--- src/design/toi_pkg.sv ---
// Purpose: Shared constants for the transmit overhead insertion block.
// Assumes: One framer, 8-bit register port, 25 MHz system clock.
// Notes: Offsets are byte addresses on the plain register port.
package toi_pkg;
  // ----------------------------------------------------------------
  // Register offsets
  // ----------------------------------------------------------------
  localparam logic [7:0] OFS_LINE_TEST_PATH = 8'h14;
  localparam logic [7:0] OFS_TX_LINE_IF = 8'h68;
  localparam logic [7:0] OFS_TX_FRAME_FMT = 8'h72;
  localparam logic [7:0] OFS_TX_MAN_SPARE = 8'h74;
  localparam logic [7:0] OFS_TX_ALARM = 8'h75;
  localparam logic [7:0] OFS_SPARE_FIRST = 8'h7B;
  localparam logic [7:0] OFS_SPARE_LAST = 8'h7F;
  localparam logic [7:0] OFS_IRQ_STATUS = 8'h90;
  localparam logic [7:0] OFS_IRQ_ENABLE = 8'h91;
  localparam logic [7:0] OFS_IRQ_CLEAR = 8'h92;
  localparam logic [7:0] OFS_LIVE_STATUS = 8'h93;
  // ----------------------------------------------------------------
  // Field positions
  // ----------------------------------------------------------------
  localparam int FLD_LINE_LOOPBACK = 0;
  localparam int FLD_ALT_CLK_AIS = 0;
  localparam int FLD_FBIT_INS = 0;
  localparam int FLD_MF_INS = 1;
  localparam int FLD_FMT_LO = 2;
  localparam int FLD_MANUAL_AIS = 0;
  localparam int FLD_ON_SIGNAL_LOSS = 1;
  localparam int EVT_MULTIFRAME = 0;
  localparam int EVT_CLK_LOST = 1;
  localparam int EVT_CLK_BACK = 2;
  localparam int EVT_COUNT = 3;
  // ----------------------------------------------------------------
  // Reset values and formats
  // ----------------------------------------------------------------
  localparam logic [7:0] RST_CONFIG = 8'h00;
  localparam logic [2:0] FMT_SF = 3'h0;
  localparam logic [2:0] FMT_ESF = 3'h1;
  localparam logic [2:0] FMT_SLC = 3'h2;
  localparam logic [2:0] FMT_T1DM = 3'h3;
  localparam logic [2:0] FMT_E1 = 3'h4;
  // ----------------------------------------------------------------
  // Frame geometry and patterns
  // ----------------------------------------------------------------
  localparam int SPARE_BUFS = 5;
  localparam logic [7:0] E1_LAST_BIT = 8'hFF;
  localparam logic [7:0] T1_LAST_BIT = 8'hC0;
  localparam logic [4:0] E1_LAST_FRM = 5'h0F;
  localparam logic [4:0] ESF_LAST_FRM = 5'h17;
  localparam logic [4:0] SF_LAST_FRM = 5'h0B;
  localparam logic [6:0] FAS_WORD = 7'h1B;
  localparam logic [5:0] MFAS_WORD = 6'h0B;
  localparam logic [5:0] FT_WORD = 6'h2A;
  localparam logic [5:0] FS_WORD = 6'h0E;
  localparam logic [5:0] FPS_WORD = 6'h0B;
  localparam int LOSS_EDGES = 8;
  typedef enum logic [1:0] {
    TOI_SEND_DATA = 2'b00,
    TOI_AIS_LINE = 2'b01,
    TOI_AIS_ALT = 2'b11
  } toi_ais_t;
endpackage : toi_pkg

--- src/design/toi_edge_if.sv ---
// Purpose: Carries a synchronised level and its rising edge.
// Assumes: Both ends run on the system clock.
// Notes: Produced by the edge synchroniser.
`timescale 1ns/100ps
interface toi_edge_if;
  logic lvl;
  logic rise;
  modport src (output lvl, output rise);
  modport dst (input lvl, input rise);
endinterface : toi_edge_if

--- src/design/toi_tx_overhead.sv ---
// Purpose: Transmit overhead insertion: spare bits, framing, AIS.
// Assumes: Line clocks and line-side inputs are asynchronous pins.
// Notes: The output bit changes one system clock after a sampled edge.
`timescale 1ns/100ps
module toi_tx_overhead (
  input wire logic clk,
  input wire logic rst,
  input wire logic [7:0] addr,
  input wire logic [7:0] wdata,
  input wire logic wr,
  input wire logic rd,
  output logic [7:0] rdata,
  input wire logic tx_clock_input,
  input wire logic e1_alternate_clock_input,
  input wire logic t1_alternate_clock_input,
  input wire logic tx_data_in,
  input wire logic rx_loss_of_signal_flag,
  output logic line_data_out,
  output logic line_clock_out,
  output logic tx_loss_of_clock_flag,
  output logic line_loopback_enable,
  output logic irq
);
  // ----------------------------------------------------------------
  // Registers
  // ----------------------------------------------------------------
  logic [7:0] line_test_path_config_reg;
  logic [7:0] tx_line_interface_config_reg;
  logic [7:0] tx_frame_format_config_reg;
  logic [7:0] tx_manual_spare_bit_config_reg;
  logic [7:0] tx_alarm_signal_config_reg;
  logic [7:0] spare_buf_reg [toi_pkg::SPARE_BUFS];
  logic [7:0] spare_shadow_reg [toi_pkg::SPARE_BUFS];
  logic [toi_pkg::EVT_COUNT-1:0] irq_status_reg;
  logic [toi_pkg::EVT_COUNT-1:0] irq_status_next;
  logic [toi_pkg::EVT_COUNT-1:0] irq_enable_reg;
  logic [7:0] rdata_reg;
  logic [7:0] rdata_next;
  logic [7:0] bit_cnt_reg;
  logic [4:0] frm_cnt_reg;
  logic line_data_reg;
  logic line_data_next;
  logic line_clock_reg;
  logic clk_lost_last_reg;
  toi_pkg::toi_ais_t ais_state_reg;
  toi_pkg::toi_ais_t ais_state_next;

  // ----------------------------------------------------------------
  // Decoded controls
  // ----------------------------------------------------------------
  logic fbit_ins;
  logic mf_ins;
  logic [2:0] fmt;
  logic is_e1;
  logic alt_sel;
  logic manual_ais;
  logic on_signal_loss_a;
  logic tx_rise;
  logic alt_rise;
  logic last_bit;
  logic last_frm;
  logic mf_boundary;
  logic [7:0] bit_last;
  logic [4:0] frm_last;

  toi_edge_if tx_clk_e ();
  toi_edge_if e1_alt_e ();
  toi_edge_if t1_alt_e ();
  toi_edge_if data_e ();
  toi_edge_if sig_lost_e ();

  toi_edge_sync u_tx_clk (.clk(clk), .rst(rst), .async_in(tx_clock_input),
    .edge_o(tx_clk_e));
  toi_edge_sync u_e1_alt (.clk(clk), .rst(rst), .async_in(e1_alternate_clock_input),
    .edge_o(e1_alt_e));
  toi_edge_sync u_t1_alt (.clk(clk), .rst(rst), .async_in(t1_alternate_clock_input),
    .edge_o(t1_alt_e));
  toi_edge_sync u_data (.clk(clk), .rst(rst), .async_in(tx_data_in), .edge_o(data_e));
  toi_edge_sync u_sig_lost (.clk(clk), .rst(rst), .async_in(rx_loss_of_signal_flag),
    .edge_o(sig_lost_e));

  assign fbit_ins = tx_frame_format_config_reg[toi_pkg::FLD_FBIT_INS];
  assign mf_ins = tx_frame_format_config_reg[toi_pkg::FLD_MF_INS];
  assign fmt = tx_frame_format_config_reg[toi_pkg::FLD_FMT_LO +: 3];
  assign is_e1 = (fmt == toi_pkg::FMT_E1);
  assign alt_sel = tx_line_interface_config_reg[toi_pkg::FLD_ALT_CLK_AIS];
  assign manual_ais = tx_alarm_signal_config_reg[toi_pkg::FLD_MANUAL_AIS];
  assign on_signal_loss_a = tx_alarm_signal_config_reg[toi_pkg::FLD_ON_SIGNAL_LOSS];
  assign line_loopback_enable = line_test_path_config_reg[toi_pkg::FLD_LINE_LOOPBACK];
  assign tx_rise = tx_clk_e.rise;
  // The alternate clock must match the mode; the wrong one is ignored.
  assign alt_rise = is_e1 ? e1_alt_e.rise : t1_alt_e.rise;

  // ----------------------------------------------------------------
  // Loss of transmit clock
  // ----------------------------------------------------------------
  toi_clk_loss #(.LIMIT(toi_pkg::LOSS_EDGES)) u_clk_loss (.clk(clk), .rst(rst),
    .enable(alt_sel), .alt_rise(alt_rise), .tx_rise(tx_rise),
    .lost(tx_loss_of_clock_flag));

  // ----------------------------------------------------------------
  // Frame position
  // ----------------------------------------------------------------
  function automatic logic [4:0] frames_last(input logic [2:0] f);
    if (f == toi_pkg::FMT_E1) begin
      return toi_pkg::E1_LAST_FRM;
    end else if (f == toi_pkg::FMT_ESF) begin
      return toi_pkg::ESF_LAST_FRM;
    end
    return toi_pkg::SF_LAST_FRM;
  endfunction : frames_last

  assign bit_last = is_e1 ? toi_pkg::E1_LAST_BIT : toi_pkg::T1_LAST_BIT;
  assign frm_last = frames_last(fmt);
  assign last_bit = (bit_cnt_reg >= bit_last);
  assign last_frm = (frm_cnt_reg >= frm_last);
  // Spare bits ride the same counter as the CRC multiframe, so they never drift.
  assign mf_boundary = tx_rise && last_bit && last_frm;

  always_ff @(posedge clk) begin
    if (rst) begin
      bit_cnt_reg <= 8'h00;
    end else if (tx_rise) begin
      bit_cnt_reg <= last_bit ? 8'h00 : bit_cnt_reg + 8'h01;
    end
  end

  always_ff @(posedge clk) begin
    if (rst) begin
      frm_cnt_reg <= 5'h00;
    end else if (tx_rise && last_bit) begin
      frm_cnt_reg <= last_frm ? 5'h00 : frm_cnt_reg + 5'h01;
    end
  end

  // ----------------------------------------------------------------
  // Spare-bit sampling
  // ----------------------------------------------------------------
  always_ff @(posedge clk) begin
    for (int i = 0; i < toi_pkg::SPARE_BUFS; i++) begin
      if (rst) begin
        spare_shadow_reg[i] <= toi_pkg::RST_CONFIG;
      end else if (mf_boundary && is_e1) begin
        spare_shadow_reg[i] <= spare_buf_reg[i];
      end
    end
  end

  // ----------------------------------------------------------------
  // Overhead insertion
  // ----------------------------------------------------------------
  function automatic logic pat6(input logic [5:0] w, input logic [4:0] idx);
    return w[3'(5 - int'(idx))];
  endfunction : pat6

  always_comb begin
    logic [2:0] ts0_bit;
    logic [4:0] f;
    logic odd_frm;
    ts0_bit = bit_cnt_reg[2:0];
    f = frm_cnt_reg;
    odd_frm = f[0];
    line_data_next = data_e.lvl;
    if (is_e1) begin
      if (bit_cnt_reg < 8'h08) begin
        if (!odd_frm && ts0_bit != 3'h0 && fbit_ins) begin
          line_data_next = toi_pkg::FAS_WORD[3'(7 - int'(ts0_bit))];
        end else if (odd_frm && ts0_bit == 3'h1 && fbit_ins) begin
          line_data_next = 1'b1;
        end else if (odd_frm && ts0_bit == 3'h0 && mf_ins && f < 5'h0C) begin
          line_data_next = pat6(toi_pkg::MFAS_WORD, 5'(f >> 1));
        end else if (odd_frm && ts0_bit >= 3'h3) begin
          // Disabled buffers pass the normal data through untouched.
          if (tx_manual_spare_bit_config_reg[ts0_bit - 3'h3]) begin
            line_data_next = spare_shadow_reg[ts0_bit - 3'h3][f[3:1]];
          end
        end
      end
    end else if (bit_cnt_reg == 8'h00) begin
      if (fmt == toi_pkg::FMT_ESF) begin
        if (fbit_ins && f[1:0] == 2'h3) begin
          line_data_next = pat6(toi_pkg::FPS_WORD, 5'(f >> 2));
        end
      end else if (!odd_frm) begin
        if (fbit_ins) begin
          line_data_next = pat6(toi_pkg::FT_WORD, 5'(f >> 1));
        end
      end else if (fmt == toi_pkg::FMT_SF && mf_ins) begin
        line_data_next = pat6(toi_pkg::FS_WORD, 5'(f >> 1));
      end
    end
  end

  // ----------------------------------------------------------------
  // AIS source selection
  // ----------------------------------------------------------------
  always_comb begin
    ais_state_next = toi_pkg::TOI_SEND_DATA;
    if (alt_sel && (manual_ais || tx_loss_of_clock_flag)) begin
      ais_state_next = toi_pkg::TOI_AIS_ALT;
    end else if (manual_ais || (on_signal_loss_a && sig_lost_e.lvl)) begin
      // With loopback on, this is the keep-alive toward the line.
      ais_state_next = toi_pkg::TOI_AIS_LINE;
    end
  end

  always_ff @(posedge clk) begin
    if (rst) begin
      ais_state_reg <= toi_pkg::TOI_SEND_DATA;
    end else begin
      ais_state_reg <= ais_state_next;
    end
  end

  always_ff @(posedge clk) begin
    if (rst) begin
      line_data_reg <= 1'b1;
    end else begin
      unique case (ais_state_reg)
        toi_pkg::TOI_SEND_DATA: begin
          if (tx_rise) begin
            line_data_reg <= line_data_next;
          end
        end
        toi_pkg::TOI_AIS_LINE, toi_pkg::TOI_AIS_ALT: line_data_reg <= 1'b1;
        default: line_data_reg <= 1'b1;
      endcase
    end
  end

  // The outgoing clock is rebuilt from sampled levels, so it lags by three cycles.
  always_ff @(posedge clk) begin
    if (rst) begin
      line_clock_reg <= 1'b0;
    end else if (ais_state_reg == toi_pkg::TOI_AIS_ALT) begin
      line_clock_reg <= is_e1 ? e1_alt_e.lvl : t1_alt_e.lvl;
    end else begin
      line_clock_reg <= tx_clk_e.lvl;
    end
  end

  assign line_data_out = line_data_reg;
  assign line_clock_out = line_clock_reg;

  // ----------------------------------------------------------------
  // Interrupts
  // ----------------------------------------------------------------
  always_ff @(posedge clk) begin
    if (rst) begin
      clk_lost_last_reg <= 1'b0;
    end else begin
      clk_lost_last_reg <= tx_loss_of_clock_flag;
    end
  end

  // A new event in the clearing cycle survives the clear.
  always_comb begin
    irq_status_next = irq_status_reg;
    if (wr && addr == toi_pkg::OFS_IRQ_CLEAR) begin
      irq_status_next = irq_status_reg & ~wdata[toi_pkg::EVT_COUNT-1:0];
    end
    if (mf_boundary) begin
      irq_status_next[toi_pkg::EVT_MULTIFRAME] = 1'b1;
    end
    if (tx_loss_of_clock_flag && !clk_lost_last_reg) begin
      irq_status_next[toi_pkg::EVT_CLK_LOST] = 1'b1;
    end
    if (!tx_loss_of_clock_flag && clk_lost_last_reg) begin
      irq_status_next[toi_pkg::EVT_CLK_BACK] = 1'b1;
    end
  end

  always_ff @(posedge clk) begin
    if (rst) begin
      irq_status_reg <= '0;
    end else begin
      irq_status_reg <= irq_status_next;
    end
  end

  assign irq = |(irq_status_reg & irq_enable_reg);

  // ----------------------------------------------------------------
  // Register writes
  // ----------------------------------------------------------------
  always_ff @(posedge clk) begin
    if (rst) begin
      line_test_path_config_reg <= toi_pkg::RST_CONFIG;
      tx_line_interface_config_reg <= toi_pkg::RST_CONFIG;
      tx_frame_format_config_reg <= toi_pkg::RST_CONFIG;
      tx_manual_spare_bit_config_reg <= toi_pkg::RST_CONFIG;
      tx_alarm_signal_config_reg <= toi_pkg::RST_CONFIG;
      irq_enable_reg <= '0;
    end else if (wr) begin
      unique case (addr)
        toi_pkg::OFS_LINE_TEST_PATH: line_test_path_config_reg <= wdata;
        toi_pkg::OFS_TX_LINE_IF: tx_line_interface_config_reg <= wdata;
        toi_pkg::OFS_TX_FRAME_FMT: tx_frame_format_config_reg <= wdata;
        toi_pkg::OFS_TX_MAN_SPARE: tx_manual_spare_bit_config_reg <= wdata;
        toi_pkg::OFS_TX_ALARM: tx_alarm_signal_config_reg <= wdata;
        toi_pkg::OFS_IRQ_ENABLE: irq_enable_reg <= wdata[toi_pkg::EVT_COUNT-1:0];
        default: begin end
      endcase
    end
  end

  // Buffers are plain storage; only the multiframe sample makes them visible.
  always_ff @(posedge clk) begin
    for (int i = 0; i < toi_pkg::SPARE_BUFS; i++) begin
      if (rst) begin
        spare_buf_reg[i] <= toi_pkg::RST_CONFIG;
      end else if (wr && addr == toi_pkg::OFS_SPARE_FIRST + 8'(i)) begin
        spare_buf_reg[i] <= wdata;
      end
    end
  end

  // ----------------------------------------------------------------
  // Register reads
  // ----------------------------------------------------------------
  always_comb begin
    rdata_next = 8'h00;
    if (addr >= toi_pkg::OFS_SPARE_FIRST && addr <= toi_pkg::OFS_SPARE_LAST) begin
      rdata_next = spare_buf_reg[3'(addr - toi_pkg::OFS_SPARE_FIRST)];
    end else begin
      unique case (addr)
        toi_pkg::OFS_LINE_TEST_PATH: rdata_next = line_test_path_config_reg;
        toi_pkg::OFS_TX_LINE_IF: rdata_next = tx_line_interface_config_reg;
        toi_pkg::OFS_TX_FRAME_FMT: rdata_next = tx_frame_format_config_reg;
        toi_pkg::OFS_TX_MAN_SPARE: rdata_next = tx_manual_spare_bit_config_reg;
        toi_pkg::OFS_TX_ALARM: rdata_next = tx_alarm_signal_config_reg;
        toi_pkg::OFS_IRQ_STATUS: rdata_next = 8'(irq_status_reg);
        toi_pkg::OFS_IRQ_ENABLE: rdata_next = 8'(irq_enable_reg);
        toi_pkg::OFS_LIVE_STATUS: rdata_next = {4'h0, ais_state_reg != toi_pkg::TOI_SEND_DATA,
                                                sig_lost_e.lvl, tx_loss_of_clock_flag, 1'b0};
        default: rdata_next = 8'h00;
      endcase
    end
  end

  always_ff @(posedge clk) begin
    rdata_reg <= (rd && !rst) ? rdata_next : 8'h00;
  end

  assign rdata = rdata_reg;
endmodule : toi_tx_overhead

--- src/design/toi_edge_sync.sv ---
// Purpose: Two-stage synchroniser with rising-edge detection.
// Assumes: async_in is from outside the system clock domain.
// Notes: The first stage feeds only the second.
`timescale 1ns/100ps
module toi_edge_sync (
  input wire logic clk,
  input wire logic rst,
  input wire logic async_in,
  toi_edge_if.src edge_o
);
  logic meta_reg;
  logic sync_reg;
  logic last_reg;

  always_ff @(posedge clk) begin
    if (rst) begin
      meta_reg <= 1'b0;
      sync_reg <= 1'b0;
      last_reg <= 1'b0;
    end else begin
      meta_reg <= async_in;
      sync_reg <= meta_reg;
      last_reg <= sync_reg;
    end
  end

  assign edge_o.lvl = sync_reg;
  assign edge_o.rise = sync_reg & ~last_reg;
endmodule : toi_edge_sync

--- src/design/toi_clk_loss.sv ---
// Purpose: Flags loss of the transmit clock against an alternate clock.
// Assumes: Edge pulses are already synchronised to the system clock.
// Notes: Any rising transmit edge clears the count and the flag at once.
`timescale 1ns/100ps
module toi_clk_loss #(
  parameter int LIMIT = toi_pkg::LOSS_EDGES
) (
  input wire logic clk,
  input wire logic rst,
  input wire logic enable,
  input wire logic alt_rise,
  input wire logic tx_rise,
  output logic lost
);
  logic [3:0] cnt_reg;

  always_ff @(posedge clk) begin
    if (rst || !enable || tx_rise) begin
      cnt_reg <= 4'h0;
    end else if (alt_rise && cnt_reg != 4'(LIMIT)) begin
      cnt_reg <= cnt_reg + 4'h1;
    end
  end

  always_ff @(posedge clk) begin
    if (rst || !enable || tx_rise) begin
      lost <= 1'b0;
    end else if (alt_rise && cnt_reg == 4'(LIMIT - 1)) begin
      lost <= 1'b1;
    end
  end
endmodule : toi_clk_loss

--- config.mk ---
export PLATFORM = sky130hd
export DESIGN_NAME = toi_tx_overhead
export DESIGN_NICKNAME = d
export VERILOG_FILES = /design/src/design/toi_pkg.sv /design/src/design/toi_edge_if.sv /design/src/design/toi_tx_overhead.sv /design/src/design/toi_edge_sync.sv /design/src/design/toi_clk_loss.sv
export SDC_FILE = /design/constraint.sdc
export NUM_CORES = 1
export LEC_CHECK = 0
export BUFFER_PORTS_ARGS = -buffer_cell sky130_fd_sc_hd__buf_2
export CORE_AREA = 2 2 168 170
export DETAILED_ROUTE_END_ITERATION = 16
export DIE_AREA = 0 0 170 172
export PLACE_DENSITY_LB_ADDON = 0.08
export SKIP_CTS_REPAIR_TIMING = 1
export SLEW_MARGIN = 0
export SYNTH_ARGS = -nofsm -noshare
export SYNTH_HDL_FRONTEND = slang
export SYNTH_SLANG_ARGS = --single-unit
--- constraint.sdc ---
create_clock -name clk -period 4.8 [get_ports clk]
set_input_delay 0.96 -clock clk [delete_from_list [all_inputs] [get_ports clk]]
set_output_delay 0.96 -clock clk [all_outputs]
set_load 0.01 [all_outputs]
==> results of run 1 <==
-- placed cells by master (no fill, tap or decap), types with 9 or more instances in the layout --
| master | instances |
|---|---|
| ha_1 | 22 |
| dfxtp_1 | 90 |
| o21ai_0 | 11 |
| a222oi_1 | 10 |
| nor3_1 | 14 |
| nand2b_1 | 14 |
| buf_2 | 36 |
| edfxtp_1 | 80 |
| inv_1 | 24 |
| nand3_1 | 49 |
| nand2_1 | 71 |
| nor4b_1 | 36 |
| and3_1 | 36 |
| mux2_2 | 9 |
| a21oi_1 | 65 |
| mux4_2 | 18 |
| a31oi_1 | 12 |
| nor2_1 | 32 |
| clkbuf_16 | 17 |
| buf_4 | 13 |
| nor2b_1 | 19 |
-- through the flow --
stage          std cells  power [uW]  util [%]  hold WS [ns]
3_3_place_gp        1100        1790      31.4         0.429
2_1_floorplan        772        1720         -         0.414
6_report            1132        3110      33.4         0.442
5_1_grt             1132        3230      33.4         0.462
3_5_place_dp        1100        1790      31.4         0.430
4_1_cts             1132        3160      33.4         0.446
-- synth_stat cells, types with 6 or more instances --
cell      instances
dfxtp_1          90
edfxtp_1         80
nand2_1          71
a21oi_1          65
clkbuf_1         55
nand3_1          49
and3_1           36
nor4b_1          36
nor2_1           32
inv_1            24
ha_1             22
nor2b_1          19
mux4_2           18
nand2b_1         14
nor3_1           14
a31oi_1          12
o21ai_0          11
a222oi_1         10
mux2_2            9
a22o_1            8
xnor2_1           8
a21o_1            7
a22oi_1           7
nor4_1            7
and2_1            6
-- final timing paths --
kind | cells after the start | end | start | slack, ns
setup / recovery | 7 | spare_shadow_reg[0][2] | tx_frame_format_config_reg[4] | 1.18
hold / removal | 1 | u_e1_alt.edge_o.lvl | u_e1_alt.meta_reg | 0.44
hold reg to reg | 1 | u_e1_alt.edge_o.lvl | u_e1_alt.meta_reg | 0.44
setup reg to reg | 7 | spare_shadow_reg[0][2] | tx_frame_format_config_reg[4] | 1.18
-- metal layers --
layer / part of all wire, % / global-route usage, % / up-vias / wire (um)
li1: - / - / 2888 / -
met1: 48 / 23.1 / 3031 / 11100
met2: 46 / 26.3 / 163 / 10700
met3: 4.6 / 2.68 / 14 / 1060
met4: 0.80 / 4.01 / 0 / 186
met5: 0 / 0 / - / 0
-- cells by family after synthesis --
family	Yosys count
flops	170
buf+inv	91
xor+xnor	10
simple gates	304
fa+ha+maj	22
mux	33
compound gates	142
-- worst max-delay path, cell delays in order (launching register included) --
cell and delay (ns):
dfxtp_1 0.45, or3b_2 0.61, ha_1 0.34, and4_1 0.21
nand2_1 0.06, o21a_1 0.31, nand3b_1 0.30, o21bai_4 0.91
-- area by class of cell --
cell class / instances / area (um2) / share of cell area (%)
Clock buffer: 17 / 425 / 4.63
Inverter: 24 / 90.1 / 0.980
Tap cell: 346 / 433 / 4.71
Timing Repair Buffer: 49 / 278 / 3.02
Sequential cell: 170 / 4200 / 45.7
Multi-Input combinational cell: 511 / 3610 / 39.3
Clock inverter: 15 / 146 / 1.59
-- power breakdown --
group	internal (uW)	switching, uW
sequential	1550	22.4
combinational	70.2	118
clock	693	661
==> results.py, run 1 <==
metrics = {
    "status": {
        "status": "finished clean",
    },
    "clock_tree": {
        "clockBufferDepth": 2,
        "clk_latency_ns": 0.43,
        "cts_tree": "yes",
        "root_buffer": "clkbuf_16",
        "htreeDepth": 4,
        "cts.sinks": 170,
        "clkTransAtPathRegs_ns": 0.07,
        "numCtsBuffers": 17,
    },
    "detailed_routing": {
        "vias": 6096,
        "drtPass1Iterations": 7,
        "wl_per_cell_um": 20.4,
        "routed_wl_um": 23100,
        "drtAntennaViolNets": 0,
        "drtIter0Drc": 562,
        "route.detailed.drc": 0,
        "via_per_inst": 5.39,
    },
    "floorplan": {
        "ios": 38,
        "fp.dieW_um": 170,
        "core_mm2": 0.0275,
        "dieArea_mm2": 0.0292,
        "initial_core_util_pct": 29.7,
        "die_h_um": 172,
        "rows": 61,
    },
    "sta": {
        "max-slew-margin-rel_pct": 25.2,
        "setup_tns_ns": 0,
        "timing.final.crit_share_pct": 75.3,
        "fmax_mhz": 276,
        "hold_viol": 0,
        "final_max_slew_viol_count": 0,
        "rsz0062_at_grt": "no",
        "fin_crit_ns": 3.62,
        "tightestPinTransition_ns": 1.12,
        "setup_violations": 0,
        "layout_setup_ws_ns": 1.18,
        "skew_ns": 0.0112,
    },
    "placed_design": {
        "hpwlAfterDp_um": 16000,
        "place_area_mm2": 0.00862,
        "place_congestion": 0.789,
        "port_buffers": 37,
        "dp_slack_ns": 1.08,
    },
    "synthesis": {
        "syn_nets": 819,
        "synthFlopType": "dfxtp_1",
        "synth_warnings": 0,
        "synth_top_family_by_area": "simple AND/OR/NAND/NOR gates",
        "synthMuxAreaShare_pct": 7.54,
        "syn-cell-area_mm2": 0.00816,
        "synth-async-reset-ratio_pct": 0,
        "yosysSeqAreaShare_pct": 51.5,
        "ys_ff_latch": 170,
        "synth_cells": 772,
        "syn_area_per_cell_um2": 10.6,
        "netlist-cell-type-count": 57,
        "yosysTopAreaCell": "edfxtp_1",
        "ys_top_cells_by_area": "edfxtp_1, dfxtp_1, mux4_2",
        "synth_xor_area_share_pct": 1.07,
        "yosys.area_share.simple_pct": 20.8,
        "synth_fa_ha_area_share_pct": 3.37,
        "synth-compound-area-share_pct": 11.3,
        "synth-edff-count": 80,
        "synthDominantCellAreaShare_pct": 29.4,
    },
    "grt": {
        "grt_remaining_overflow": 0,
        "grtUsageTotal_pct": 16.4,
        "antenna_found_initial": 0,
        "first_global_vias": 6025,
        "grt_pass1_wl_um": 36100,
        "grt_max_degree": 61,
    },
    "finish": {
        "num_antenna_cells": 0,
        "nets": 820,
        "final_area_mm2": 0.00919,
        "nFillCells": 2816,
        "layout-drive-gt1-share_pct": 14.4,
        "syn_to_final_growth_pct": 12.6,
    },
    "worst_setup_path": {
        "critical_path_arrival_ns": 3.65,
        "cp_max_fo": 40,
        "worst_setup_path_end_kind": "flop",
        "path_class": "flop to flop",
        "critPathRequiredTime_ns": 4.84,
        "worstSetupStartpointType": "flop",
    },
    "power_and_ir_drop": {
        "leakagePower_uw": 0.00321,
        "powerDensity_mw_per_mm2": 339,
        "ir_drop_mv": 0.200,
    },
    "hold_path": {
        "hold_class": "flop to flop",
    },
    "job": {
        "maxCapViolations": 0,
    },
}
Note: power is estimated with default switching activity, not from simulation.
==> inputs of run 2 (changes only) <==
Settings changed: ABC_AREA set to 1, CORE_AREA 2 2 168 170 to 2 2 167 169, DIE_AREA 0 0 170 172 to 0 0 169 171.
Clock period 4.8 ns to 3.24 ns, I/O delays scaled along.
==> results.py, run 2 <==
metrics = {
    "status": {
        "status": "finished clean",
    },
    "grt": {
        "grt_max_degree": 41,
        "grtUsageTotal_pct": 16.8,
        "grt_remaining_overflow": 0,
        "first_global_vias": 6118,
        "grt_pass1_wl_um": 36600,
        "antenna_found_initial": 0,
    },
    "synthesis": {
        "synth-edff-count": 80,
        "yosysSeqAreaShare_pct": 52.1,
        "netlist-cell-type-count": 41,
        "synthDominantCellAreaShare_pct": 29.8,
        "ys_ff_latch": 170,
        "synth_cells": 973,
        "syn-cell-area_mm2": 0.00807,
        "yosysTopAreaCell": "edfxtp_1",
        "synthTopCellsByCount": "inv_1, nand2_1, nor2_1",
        "synthFlopType": "dfxtp_1",
        "synth_xor_area_share_pct": 0.651,
        "synth-compound-area-share_pct": 14.2,
        "synth_warnings": 0,
        "yosysMostFrequentCell": "inv_1",
        "synth_fa_ha_area_share_pct": 3.41,
        "synth-async-reset-ratio_pct": 0,
        "yosys.area_share.simple_pct": 19.6,
        "synthMuxAreaShare_pct": 0,
        "syn_nets": 1020,
        "synth_top_family_by_area": "simple AND/OR/NAND/NOR gates",
        "ys_top_cells_by_area": "edfxtp_1, dfxtp_1, inv_1",
        "syn_area_per_cell_um2": 8.29,
    },
    "finish": {
        "num_antenna_cells": 0,
        "nFillCells": 2899,
        "layout-drive-gt1-share_pct": 10.9,
        "nets": 1060,
        "final_cells": 1372,
        "final_cell_mix": "inv_1, nand2_1, nor2_1",
        "final_common_cell": "inv_1",
        "final_area_mm2": 0.00926,
        "post-route-util_pct": 33.9,
        "syn_to_final_growth_pct": 14.8,
    },
    "clock_tree": {
        "numCtsBuffers": 17,
        "cts_tree": "yes",
        "clockBufferDepth": 2,
        "clk_latency_ns": 0.44,
        "clkTransAtPathRegs_ns": 0.07,
        "htreeDepth": 4,
        "root_buffer": "clkbuf_16",
        "cts.sinks": 170,
    },
    "power_and_ir_drop": {
        "leakagePower_uw": 0.00382,
        "ir_drop_mv": 0.296,
        "powerDensity_mw_per_mm2": 513,
    },
    "floorplan": {
        "dieArea_mm2": 0.0289,
        "ios": 38,
        "fp.dieW_um": 169,
        "initial_core_util_pct": 29.5,
        "die_h_um": 171,
        "rows": 61,
        "core_mm2": 0.0273,
    },
    "worst_setup_path": {
        "slowest_delay_ns": 0.44,
        "cpMaxStageDelayCell": "buf_4",
        "critPathMostFrequentCell": "nand2_1",
        "critical_path_arrival_ns": 2.90,
        "critPathBufInv": 2,
        "critPathRequiredTime_ns": 3.30,
        "crit_family": "simple AND/OR/NAND/NOR gates",
        "worstSetupStartpointType": "flop",
        "cp_max_fo": 40,
        "cp_cell_sequence": "nor2_1 > nand2_2 > ha_1 > nand2_1 > o21ai_0 > nand2_1 > o211ai_2 > nand2_4 > nor2_4 > inv_1 > o21ai_4 > buf_4",
        "path_class": "flop to flop",
        "worst_setup_path_end_kind": "flop",
    },
    "sta": {
        "fmax_mhz": 352,
        "skew_ns": 0.0196,
        "tightestPinTransition_ns": 0.887,
        "setup_violations": 0,
        "fin_crit_ns": 2.84,
        "hold_viol": 0,
        "rsz0062_at_grt": "no",
        "timing.hold.ws_ns": 0.404,
        "timing.final.crit_share_pct": 87.7,
        "final_max_slew_viol_count": 0,
        "setup_tns_ns": 0,
        "max-slew-margin-rel_pct": 40.7,
    },
    "detailed_routing": {
        "wl_per_cell_um": 17.0,
        "route.detailed.drc": 0,
        "routed_wl_um": 23300,
        "vias": 6269,
        "drtPass1Iterations": 4,
        "via_per_inst": 4.57,
        "drtIter0Drc": 337,
        "drtAntennaViolNets": 0,
    },
    "placed_design": {
        "hpwlAfterDp_um": 17400,
        "place_area_mm2": 0.00865,
        "dp.cells": 1340,
        "place_congestion": 0.793,
        "port_buffers": 37,
    },
    "job": {
        "maxCapViolations": 0,
    },
    "hold_path": {
        "hold_class": "flop to flop",
    },
}
run 2: cell types whose count changed after synthesis, sizes merged, moves of 45 or more:
cell	delta
nor2	+112
o21ai	+66
clkbuf	-45
inv	+142
nand2	+67
run 2: cells by family after synthesis:
group                    count (synthesis)
AO/OA/AOI/OAI                          209
XOR/XNOR                                 6
adder cells (fa/ha/maj)                 22
buffers and inverters                  198
flip-flops                             170
AND/OR/NAND/NOR                        368
run 2: where the power goes:
group | switching [uW] | leakage [uW] | total [uW] | internal, uW
clock network | 940 | 0.000304 | 2140 | 1200
logic | 203 | 0.00203 | 276 | 72.4
registers | 26.3 | 0.00149 | 2330 | 2300
run 2: cell type report:
cell class                      count  area [um2]  share of cell area (%)
Clock inverter                     14         178                    1.92
Tap cell                          346         433                    4.68
Timing Repair Buffer               51         315                    3.41
Inverter                          168         631                    6.81
Clock buffer                       18         429                    4.64
Sequential cell                   170        4200                    45.4
Multi-Input combinational cell    605        3070                    33.1
run 2: metrics by stage:
step           worst slack [ns]  power, uW
3_3_place_gp              0.421       2660
2_1_floorplan             0.153       2540
4_1_cts                   0.383       4790
6_report                  0.397       4750
3_5_place_dp              0.409       2660
5_1_grt                   0.135       4940
run 2: worst paths after layout:
path	startpoint	end	slack, ns	depth (start not counted)
max	tx_frame_format_config_reg[3]	spare_shadow_reg[2][1]	0.40	12
min	u_t1_alt.meta_reg	u_t1_alt.edge_o.lvl	0.40	2
max reg2reg	tx_frame_format_config_reg[3]	spare_shadow_reg[2][1]	0.40	12
min reg2reg	u_t1_alt.meta_reg	u_t1_alt.edge_o.lvl	0.40	2
run 2: per-layer routing:
metal,vias to the layer above,GRT usage (%),share of wire [%]
met3,29,2.29,2.5
met5,-,0,0
li1,3289,-,-
met4,0,6.35,2.6
met2,111,25.1,42
met1,2840,24.8,52
run 2: tightest hold or removal path, delay by kind of cell, from the launching register on:
kind	cells	cell delay (ns)
AND/OR/NAND/NOR	1	0.03
flip-flops	1	0.30
buffers and inverters	1	0.04
